==> config.mk <==
export PLATFORM = sky130hd
export DESIGN_NAME = redriver_lane_config_ctrl
export DESIGN_NICKNAME = d
export VERILOG_FILES = /design/src/include/redriver_pkg.sv /design/src/rtl/redriver_lane_config_ctrl.sv
export VERILOG_INCLUDE_DIRS = /design/src /design/src/include
export SDC_FILE = /design/constraint.sdc
export NUM_CORES = 1
export LEC_CHECK = 0
export BUFFER_PORTS_ARGS = -buffer_cell sky130_fd_sc_hd__clkbuf_2
export CORE_MARGIN = 2
export CORE_UTILIZATION = 35
export DETAILED_ROUTE_END_ITERATION = 16
export PLACE_DENSITY = 0.51
export RECOVER_POWER = 100
export SYNTH_ARGS = -nofsm -noshare
export SYNTH_HDL_FRONTEND = slang
export SYNTH_SLANG_ARGS = --single-unit
==> constraint.sdc <==
create_clock -name i_clk -period 5.55 [get_ports i_clk]
set_clock_uncertainty 0.2 [all_clocks]
set_input_delay 0.555 -clock i_clk [delete_from_list [all_inputs] [get_ports i_clk]]
set_output_delay 0.555 -clock i_clk [all_outputs]
set_load 0.005 [all_outputs]
==> src/include/redriver_cfg.svh <==
`ifndef REDRIVER_CFG_SVH
`define REDRIVER_CFG_SVH
`define REG_CTRL 8'h00
`define REG_EQ_LO 8'h01
`define REG_EQ_HI 8'h02
`define REG_CURVE_LO 8'h03
`define REG_CURVE_HI 8'h04
`define REG_STATUS 8'h05
`define CTRL_SWAP 0
`define CTRL_LINEAR 1
`define CTRL_ADAPTIVE_EQ_ENABLE 2
`define CTRL_HOLD 3
`define CTRL_OPEN_DRAIN 4
`define CTRL_BYPASS 5
`define CTRL_DCG_LSB 6
`define CTRL_RESET 8'h88
`define EQ_RESET 8'h00
`define CURVE_LO_RESET 8'hFF
`define CURVE_HI_RESET 8'h3F
`define DCG_BYPASS 2'h2
`define EQ_MAX 4'hF
`endif

==> src/include/redriver_pkg.sv <==
package redriver_pkg;
    typedef enum logic [1:0] {LVL_0 = 2'b00, LVL_R = 2'b01, LVL_F = 2'b10, LVL_1 = 2'b11} level_t;
    typedef enum logic [1:0] {CRV_3G = 2'b01, CRV_6G = 2'b10, CRV_12G = 2'b11} curve_t;
    typedef enum logic [2:0] {AEQ_IDLE = 3'b001, AEQ_SCAN = 3'b010, AEQ_DONE = 3'b100} aeq_state_t;
endpackage : redriver_pkg

==> src/rtl/redriver_lane_config_ctrl.sv <==
`timescale 1ns/10ps
`default_nettype none
`include "redriver_cfg.svh"
module redriver_lane_config_ctrl
    import redriver_pkg::*;
(
    input wire logic i_clk,
    input wire logic i_sys_rst,
    input wire logic i_en,
    input wire logic i_reg_mode,
    input wire logic i_swap_strap,
    input wire logic [1:0] i_linear_strap,
    input wire logic [1:0] i_eq_high_strap,
    input wire logic [1:0] i_eq_low_strap,
    input wire logic [1:0] i_curve_map_strap,
    input wire logic i_hotplug_in,
    input wire logic i_frl,
    input wire logic [2:0] i_rate,
    input wire logic i_train_start,
    input wire logic [1:0] i_ffe_level,
    input wire logic i_ltp_ok,
    input wire logic i_over_eq,
    input wire logic [7:0] i_addr,
    input wire logic [7:0] i_wdata,
    input wire logic i_wr,
    input wire logic i_rd,
    output logic [7:0] o_rdata,
    output logic o_pull_enable,
    output logic o_hotplug_out,
    output logic o_hotplug_oe,
    output logic o_swap,
    output logic o_linear,
    output logic [1:0] o_dc_gain,
    output logic [15:0] o_eq,
    output logic [7:0] o_curve,
    output logic [3:0] o_bypass,
    output logic o_out_enable,
    output logic o_aeq_done
);
    logic en_q_ff;
    logic en_rise;
    logic swap_strap_ff;
    level_t linear_strap_ff;
    logic [3:0] eq_strap_ff;
    level_t map_strap_ff;
    logic [7:0] ctrl_ff;
    logic [15:0] eq_reg_ff;
    logic [15:0] curve_reg_ff;
    logic [2:0] rate_q_ff;
    aeq_state_t state_ff;
    aeq_state_t nxt_state;
    logic [3:0] eq_cur_ff;
    logic [3:0] nxt_eq_cur;
    logic [3:0] eq_applied_ff;
    logic eq_settled;
    logic swap_now;
    logic adaptive_eq_enable_now;
    logic aeq_active;
    logic restart;
    logic hold_now;
    logic linear_now;
    logic [1:0] dcg_now;
    curve_t map_curve;
    logic [3:0] lane_eq [4];
    curve_t lane_curve [4];
    logic [15:0] nxt_eq;
    logic [7:0] nxt_curve;
    logic [3:0] nxt_bypass;

    assign en_rise = i_en && !en_q_ff;

    always_ff @(posedge i_clk)
    begin
        if (i_sys_rst)
        begin
            en_q_ff <= 1'b0;
            o_pull_enable <= 1'b1;
            swap_strap_ff <= 1'b0;
            linear_strap_ff <= LVL_0;
            eq_strap_ff <= 4'h0;
            map_strap_ff <= LVL_0;
        end
        else
        begin
            en_q_ff <= i_en;
            if (en_rise)
            begin
                // Captured values stay until the next rising enable
                swap_strap_ff <= i_swap_strap;
                linear_strap_ff <= level_t'(i_linear_strap);
                map_strap_ff <= level_t'(i_curve_map_strap);
                case (level_t'(i_eq_high_strap))
                    LVL_F: eq_strap_ff[3:2] <= 2'h1;
                    LVL_R: eq_strap_ff[3:2] <= 2'h2;
                    LVL_1: eq_strap_ff[3:2] <= 2'h3;
                    default: eq_strap_ff[3:2] <= 2'h0;
                endcase
                case (level_t'(i_eq_low_strap))
                    LVL_R: eq_strap_ff[1:0] <= 2'h1;
                    LVL_F: eq_strap_ff[1:0] <= 2'h2;
                    LVL_1: eq_strap_ff[1:0] <= 2'h3;
                    default: eq_strap_ff[1:0] <= 2'h0;
                endcase
                o_pull_enable <= 1'b0;
            end
            else if (!i_en)
            begin
                o_pull_enable <= 1'b1;
            end
        end
    end

    always_ff @(posedge i_clk)
    begin
        if (i_sys_rst)
        begin
            ctrl_ff <= `CTRL_RESET;
            eq_reg_ff <= {`EQ_RESET, `EQ_RESET};
            curve_reg_ff <= {`CURVE_HI_RESET, `CURVE_LO_RESET};
        end
        else if (i_wr)
        begin
            case (i_addr)
                `REG_CTRL: ctrl_ff <= i_wdata;
                `REG_EQ_LO: eq_reg_ff[7:0] <= i_wdata;
                `REG_EQ_HI: eq_reg_ff[15:8] <= i_wdata;
                `REG_CURVE_LO: curve_reg_ff[7:0] <= i_wdata;
                `REG_CURVE_HI: curve_reg_ff[15:8] <= i_wdata;
                default: ;
            endcase
        end
    end

    always_ff @(posedge i_clk)
    begin
        if (i_sys_rst)
        begin
            o_rdata <= 8'h00;
        end
        else if (i_rd)
        begin
            case (i_addr)
                `REG_CTRL: o_rdata <= ctrl_ff;
                `REG_EQ_LO: o_rdata <= eq_reg_ff[7:0];
                `REG_EQ_HI: o_rdata <= eq_reg_ff[15:8];
                `REG_CURVE_LO: o_rdata <= curve_reg_ff[7:0];
                `REG_CURVE_HI: o_rdata <= curve_reg_ff[15:8];
                `REG_STATUS: o_rdata <= {1'b0, o_out_enable, state_ff == AEQ_SCAN, state_ff == AEQ_DONE, eq_cur_ff};
                default: o_rdata <= 8'h00;
            endcase
        end
        else
        begin
            o_rdata <= 8'h00;
        end
    end

    // Hotplug: open drain pulls low only, floats while disabled
    always_ff @(posedge i_clk)
    begin
        if (i_sys_rst)
        begin
            o_hotplug_out <= 1'b0;
            o_hotplug_oe <= 1'b0;
        end
        else if (!i_en)
        begin
            o_hotplug_out <= 1'b0;
            o_hotplug_oe <= 1'b0;
        end
        else if (i_reg_mode && ctrl_ff[`CTRL_OPEN_DRAIN])
        begin
            o_hotplug_out <= 1'b0;
            o_hotplug_oe <= !i_hotplug_in;
        end
        else
        begin
            o_hotplug_out <= i_hotplug_in;
            o_hotplug_oe <= 1'b1;
        end
    end

    // Strap mode: adaptation on for map levels R and 1
    assign swap_now = i_reg_mode ? ctrl_ff[`CTRL_SWAP] : swap_strap_ff;
    assign adaptive_eq_enable_now = i_reg_mode ? ctrl_ff[`CTRL_ADAPTIVE_EQ_ENABLE] : map_strap_ff[0];
    assign aeq_active = i_frl && adaptive_eq_enable_now;
    assign restart = aeq_active && (i_train_start || i_rate != rate_q_ff);
    assign hold_now = i_reg_mode ? ctrl_ff[`CTRL_HOLD] : 1'b1;
    // Judge only a setting already on the lanes
    assign eq_settled = eq_applied_ff == eq_cur_ff;
    assign dcg_now = i_reg_mode ? ctrl_ff[`CTRL_DCG_LSB +: 2] : `DCG_BYPASS;

    always_comb
    begin
        if (i_reg_mode)
        begin
            linear_now = ctrl_ff[`CTRL_LINEAR];
        end
        else
        begin
            case (linear_strap_ff)
                LVL_1: linear_now = i_frl;
                LVL_F: linear_now = 1'b1;
                default: linear_now = 1'b0;
            endcase
        end
    end

    always_comb
    begin
        case (map_strap_ff)
            LVL_1: map_curve = CRV_12G;
            LVL_R: map_curve = (i_rate <= 3'h3) ? CRV_6G : CRV_12G;
            default:
            begin
                if (i_rate == 3'h0 || i_rate == 3'h2)
                begin
                    map_curve = CRV_3G;
                end
                else if (i_rate == 3'h1 || i_rate == 3'h3)
                begin
                    map_curve = CRV_6G;
                end
                else
                begin
                    map_curve = CRV_12G;
                end
            end
        endcase
    end

    always_comb
    begin
        nxt_state = state_ff;
        nxt_eq_cur = eq_cur_ff;
        case (state_ff)
            AEQ_IDLE:
            begin
                if (restart)
                begin
                    nxt_state = AEQ_SCAN;
                    nxt_eq_cur = 4'h0;
                end
            end
            AEQ_SCAN:
            begin
                if (!aeq_active)
                begin
                    nxt_state = AEQ_IDLE;
                end
                else if (restart)
                begin
                    nxt_eq_cur = 4'h0;
                end
                else if (i_ffe_level == 2'h0 && i_ltp_ok && eq_settled)
                begin
                    if (i_over_eq)
                    begin
                        nxt_state = AEQ_DONE;
                        nxt_eq_cur = (eq_cur_ff == 4'h0) ? 4'h0 : eq_cur_ff - 4'h1;
                    end
                    else if (eq_cur_ff == `EQ_MAX)
                    begin
                        nxt_state = AEQ_DONE;
                    end
                    else
                    begin
                        nxt_eq_cur = eq_cur_ff + 4'h1;
                    end
                end
            end
            AEQ_DONE:
            begin
                if (!aeq_active)
                begin
                    nxt_state = AEQ_IDLE;
                end
                else if (restart)
                begin
                    nxt_state = AEQ_SCAN;
                    nxt_eq_cur = 4'h0;
                end
            end
            default: nxt_state = AEQ_IDLE;
        endcase
    end

    always_ff @(posedge i_clk)
    begin
        if (i_sys_rst)
        begin
            state_ff <= AEQ_IDLE;
            eq_cur_ff <= 4'h0;
            eq_applied_ff <= 4'h0;
            rate_q_ff <= 3'h0;
        end
        else
        begin
            state_ff <= nxt_state;
            eq_cur_ff <= nxt_eq_cur;
            eq_applied_ff <= eq_cur_ff;
            rate_q_ff <= i_rate;
        end
    end

    // Settings per input lane: 0 clock when not FRL (data in FRL), 1..3 data
    genvar g;
    generate
        for (g = 0; g < 4; g++)
        begin : g_lane
            always_comb
            begin
                if (aeq_active)
                begin
                    lane_eq[g] = eq_cur_ff;
                end
                else if (g == 0 && !i_frl)
                begin
                    lane_eq[g] = 4'h0;
                end
                else if (i_reg_mode)
                begin
                    lane_eq[g] = eq_reg_ff[4*g +: 4];
                end
                else
                begin
                    lane_eq[g] = eq_strap_ff;
                end
                if (g == 0 && !i_frl)
                begin
                    lane_curve[g] = CRV_3G;
                end
                else if (i_reg_mode)
                begin
                    lane_curve[g] = curve_t'(curve_reg_ff[2*i_rate +: 2]);
                end
                else
                begin
                    lane_curve[g] = map_curve;
                end
            end
            // Output position g takes the lane routed to it
            always_comb
            begin
                nxt_eq[4*g +: 4] = lane_eq[swap_now ? 3 - g : g];
                nxt_curve[2*g +: 2] = lane_curve[swap_now ? 3 - g : g];
                nxt_bypass[g] = i_reg_mode && ctrl_ff[`CTRL_BYPASS] && dcg_now == `DCG_BYPASS
                    && lane_eq[swap_now ? 3 - g : g] == 4'h0;
            end
        end
    endgenerate

    always_ff @(posedge i_clk)
    begin
        if (i_sys_rst)
        begin
            o_swap <= 1'b0;
            o_linear <= 1'b0;
            o_dc_gain <= `DCG_BYPASS;
            o_eq <= 16'h0000;
            o_curve <= 8'h00;
            o_bypass <= 4'h0;
            o_out_enable <= 1'b0;
            o_aeq_done <= 1'b0;
        end
        else
        begin
            o_swap <= swap_now;
            o_linear <= linear_now;
            o_dc_gain <= dcg_now;
            o_eq <= nxt_eq;
            o_curve <= nxt_curve;
            o_bypass <= nxt_bypass;
            o_out_enable <= i_en && !(aeq_active && hold_now && nxt_state != AEQ_DONE);
            o_aeq_done <= nxt_state == AEQ_DONE;
        end
    end
endmodule : redriver_lane_config_ctrl
`default_nettype wire

; ---- Word-level counts from Yosys, hierarchy flattened
; Index checks and enable logic that the tools add are counted.
[classes]
addsub = 2
order_cmp = 5
eq_ne = 32
shift = 1
muxes = 72
n_bitwise = 6
reduce_logical = 39
[ops]
columns = operator, n
row1 = ">= comparator 32 x 3 -> 1 bit, second input constant", 4
row2 = NOT 2 -> 32 bit, 4
row3 = two-way mux 4 bit, 25
row4 = one-hot mux 8 bit (6 select lines), 1
row5 = binary-select mux 4 bit (select 2 bit), 4
row6 = two-way mux 2 bit, 16
row7 = two-way mux 3 bit, 7
row8 = logical NOT 4 bit, 5
row9 = binary-select mux 2 bit (select 2 bit), 4
row10 = "equality test 2 bit, second input constant", 8
row11 = "equality test 8 x 2 -> 1 bit, second input constant", 2
row12 = "equality test 8 x 3 -> 1 bit, second input constant", 2
row13 = indexed part select 16 x 5 -> 2 bit, 1
row14 = logical AND 1 bit, 15
row15 = one-hot mux 2 bit (3 select lines), 2
row16 = one-hot mux 4 bit (3 select lines), 1
row17 = AND reduction 2 bit, 5
row18 = "equality test 3 x 2 -> 1 bit, second input constant", 3
row19 = two-way mux 1 bit, 9
row20 = one-hot mux 3 bit (3 select lines), 1
row21 = "equality test 8 x 1 -> 1 bit, second input constant", 1
row22 = logical NOT 8 bit, 1
row23 = "equality test 2 x 1 -> 1 bit, second input constant", 3
row24 = "equality test 3 x 1 -> 1 bit, second input constant", 2
row25 = other kinds (23), 31
[word_totals]
regBits = 109
input_bits = 41
out_inout_bits = 45
elab_cells = 183

; ---- Depth between registers and ports, before layout
[logic_depth]
word_depth = 11
depth_mapped = 8
depth_no_buf = 7

; ---- Worst setup path after synthesis
; OpenSTA, ideal clock, no wires.
[synth_timing]
path_type = in2reg
from = input i_addr[7]
to = register curve_reg_ff[0]
setup_time_ns = 0.120
arrival_time_ns = 2.021
t_required_ns = 5.230
path_slack_ns = 3.209
path_stages = 5
n_path_buf = 1
cell_sequence = or4_4 nor4b_4 nand3_4 buf_6 a211o_1
[synth_between]
elab_chain_len = 2
[synth_rtl]
columns = item, line_no
row1 = "start, declared", redriver_lane_config_ctrl.sv:23  ; input wire logic [7:0] i_addr,
row2 = equality test 8 x 2 -> 1 bit, redriver_lane_config_ctrl.sv:123  ; case (i_addr)
row3 = AND reduction 2 bit (no source line), n/a
row4 = "end signal, assigned", redriver_lane_config_ctrl.sv:119  ; curve_reg_ff <= {`CURVE_HI_RESET, `CURVE_LO_RESET};
row5 = "end signal, assigned", redriver_lane_config_ctrl.sv:127  ; `REG_CURVE_LO: curve_reg_ff[7:0] <= i_wdata;
row6 = "end, declared", redriver_lane_config_ctrl.sv:48  ; logic [15:0] curve_reg_ff;
; No other way between the ends.
; A chain may end at the register's enable or synchronous reset.

; ---- Worst setup path after layout
[layout_timing]
from = input i_sys_rst
to = register o_curve[2]
[layout_lines]
columns = item, line_no
row1 = "start, declared", redriver_lane_config_ctrl.sv:8  ; input wire logic i_sys_rst,
row2 = "end signal, assigned", redriver_lane_config_ctrl.sv:372  ; o_curve <= nxt_curve;
row3 = "end, declared", redriver_lane_config_ctrl.sv:35  ; output logic [7:0] o_curve,
; No word-level cell between the ends.

==> summary.txt <==
Clocking
  – Worst-skew pair later-pin latency: 0.35 ns
  – CTS tree: yes
  – CTS Buffer Depth: 2
  – Number of CTS-inserted buffers: 9
  – CTS Hold Bufs: 0
  – Setup Buffers After CTS: 0
  – CTS Sinks: 109
  – Clk slew on worst S/H paths: 0.07 ns
  – Post-CTS sizing: 0
  – Clock Root Buffer: clkbuf_16
  – H-tree depth: 3

Placement
  – Dpl ws: 2.426 ns
  – Hpwl dp: 10,620 um
  – PortBufs: 85
  – Gp weighted congestion: between 0.8 and 0.9
  – Area after DPL: 0.005446 mm^2

Drt
  – Antenna-violating nets left: 0
  – Router iterations before antenna repair: 7
  – Vias per cell: 5.350
  – DRT Wirelength: 14,120 um
  – DR vias: 4,275
  – Met1 WL: 6926 um
  – DR WL/cell: 17.67 um
  – Met3 wire len: 670 um
  – Max layer used: met4
  – DR iter-0 viols: 338
  – DRC: 0
  – Wire length on met2: around 6300 um

Min path
  – Hold path depth: 3
  – Hold WC Path Type: input port to flop
  – Hold endpoint: linear_strap_ff[0]
  – Hold Startpoint: i_linear_strap[0]

Pwr
  – Worst vdd ir: 0.1471 mV
  – PD cells: about 270 mW/mm^2
  – Leak Pwr: 2.285 nW

Finish
  – Final Core Density: 40.66%
  – Layout net count: about 660
  – Antenna cells: 0
  – Layout area overhead: 13.26%
  – Fin area: 0.005644 mm^2
  – Filler cell count in the final layout: around 1,500
  – Layout cells sized above 1: roughly an eighth

Synthesis
  – Yosys reg bits: 109
  – Top-count cell post-synth: dfxtp_1
  – Synth warn: 0
  – Most common flop cell mapped by yosys: dfxtp_1
  – Syn_area_per_cell: 8.931 um^2
  – Top cells by area, synth: dfxtp_1, mux2i_1, nor2_1
  – Share of synthesized registers carrying an async set or reset: 0%
  – Number of distinct library cells after synthesis: 56
  – Syn nets: ~600
  – Share of the synthesized area in the top cell type: 43.79%
  – Post-synthesis instance total: 558
  – Synth top cells by count: dfxtp_1, nor2_1, nand2_1
  – Sequential share of the synthesized area: 43.79%
  – Number of synthesized flops with an enable pin: 0
  – Cell taking the most area after synthesis: dfxtp_1
  – Mapped cell area: roughly 0.0050 mm^2

Timing
  – Fin crit share: between 70% and 80%
  – Setup violators final: 0
  – Setup_tns: 0 ns
  – Hold Violations, Final: 0
  – Final WS setup: 1.639 ns
  – Hold WS: around 0.23 ns
  – Slew Limit Headroom: -8.335%
  – Tightest Pin Transition: 1.625 ns
  – Fmax: 0.2557 GHz
  – Post-layout min period: 3.911 ns
  – RSZ-0062 raised after global routing: false
  – Slew Viols, Final: 75

Critical path
  – R2r endpoint: eq_cur_ff[0]
  – Critical path capture point type: flop
  – Crit path kind: input port to flop
  – WP data required: 5.52 ns
  – WP data arrival: about 3.9 ns
  – Crit path launch type: input port
  – Crit Path Max Fanout: 37
  – Reg2reg path depth: 5
  – RR Startpoint: ctrl_ff[2]
  – Worst R2R Setup Slack: 3.06 ns

Job
  – Max Cap Viol: 2

Global routing
  – Grt total ovfl: 0
  – First-pass GRT wire length: 21,890 um
  – Largest net degree at the start of global routing: 42
  – Vias in the first global route: 3,988
  – GRT Total Usage: a little under a fifth
  – Antenna violations before repair: 0

Status
  – Failing checks: max-capacitance violations, max-slew violations
  – Status: finished with violations

Floorplanning
  – # rows: 43
  – CORE AREA: 0.01388 mm^2
  – Initial Utilization: 35.90%
  – # IOs: 86
  – Die Wd: 123.3 um
  – Die H: around 120 um
  – Die area: 0.01521 mm^2
## cells in the final DEF (no fill, tap or decap), types with 6 or more instances in the layout
| cell | synthesis | layout |
|---|---|---|
| a211o_1 | 12 | 12 |
| nor2_1 | 75 | 75 |
| o21ai_0 | 10 | 10 |
| dfxtp_1 | 109 | 109 |
| nand2_1 | 54 | 54 |
| clkbuf_2 | 1 | 51 |
| a21oi_1 | 39 | 39 |
| nand3_1 | 17 | 17 |
| a31oi_1 | 8 | 8 |
| nand2b_1 | 8 | 8 |
| nor3_1 | 12 | 12 |
| clkbuf_1 | 17 | 38 |
| clkbuf_16 | 0 | 9 |
| mux2i_1 | 47 | 47 |
| nor2b_1 | 9 | 9 |
| o211ai_1 | 12 | 12 |
| o22ai_1 | 6 | 6 |
| inv_1 | 14 | 14 |
| a211oi_1 | 18 | 18 |
## power breakdown
group          total, mW  switching [mW]  internal [mW]  leakage [nW]
Sequential         0.810         0.00969          0.800         0.887
Combinational      0.136          0.0855         0.0504          1.27
Clock              0.566           0.269          0.297         0.125
## layout make-up
class	instances	area [um^2]	area share [%]
inverter	14	52.55	0.9311
sequential	109	2182	38.66
clock inverter	3	15.01	0.2660
clock buffer	11	232.7	4.123
multi-input combinational	395	2546	45.11
tap	180	225.2	3.990
timing repair buffer	87	390.4	6.916
## state kept, by name, indices dropped and copies added, names as in the netlist, 2 cells and up
name / cells
ctrl_ff: 8
curve_reg_ff: 16
eq_applied_ff: 4
eq_cur_ff: 4
eq_reg_ff: 16
eq_strap_ff: 4
linear_strap_ff: 2
map_strap_ff: 2
o_bypass: 4
o_curve: 8
o_dc_gain: 2
o_eq: 16
o_rdata: 8
rate_q_ff: 3
state_ff: 3
## critical path, stage by stage
cell and delay, ns:
clkbuf_1 1.07, clkbuf_1 1.26, clkbuf_1 0.82, a311oi_1 0.17
## worst max path at each step
stage                           from               to  slack, ns  depth (start not counted)
after global placement     i_addr[7]     eq_reg_ff[7]       2.50                          6
after floorplan            i_addr[7]  curve_reg_ff[0]       3.21                          5
final                      i_sys_rst       o_curve[2]       1.64                          4
after CTS                 i_reg_mode     eq_cur_ff[0]       2.80                          6
after detailed placement  i_reg_mode     eq_cur_ff[0]       2.43                          6
after global routing       i_sys_rst  curve_reg_ff[6]       1.32                          5
## kinds of logic (layout without fill, tap and decap cells)
group / Yosys count / count (layout) / synth area share, %
AOI/OAI and AO/OA: 120 / 120 / 15.77
xor gates and xnor gates: 8 / 8 / 1.707
adders and majority gates: 2 / 2 / 0.5021
buffers and inverters: 54 / 115 / 5.121
DFF: 109 / 109 / 43.79
muxes: 55 / 55 / 12.15
and+or+nand+nor: 210 / 210 / 20.96
## layer usage
layer | vias up | GRT usage (%)
met4 | 0 | 7.386
met5 | - | 0
met1 | 2042 | 27.42
met3 | 17 | 3.183
met2 | 119 | 28.61
li1 | 2097 | -
## metrics by stage
step	cells	total power [mW]
2_1_floorplan	558	0.9123
3_5_place_dp	785	0.9658
5_1_grt	799	1.570
4_1_cts	799	1.530
6_report	799	1.512
3_3_place_gp	785	0.9645
(Power assumes the default switching activity.)
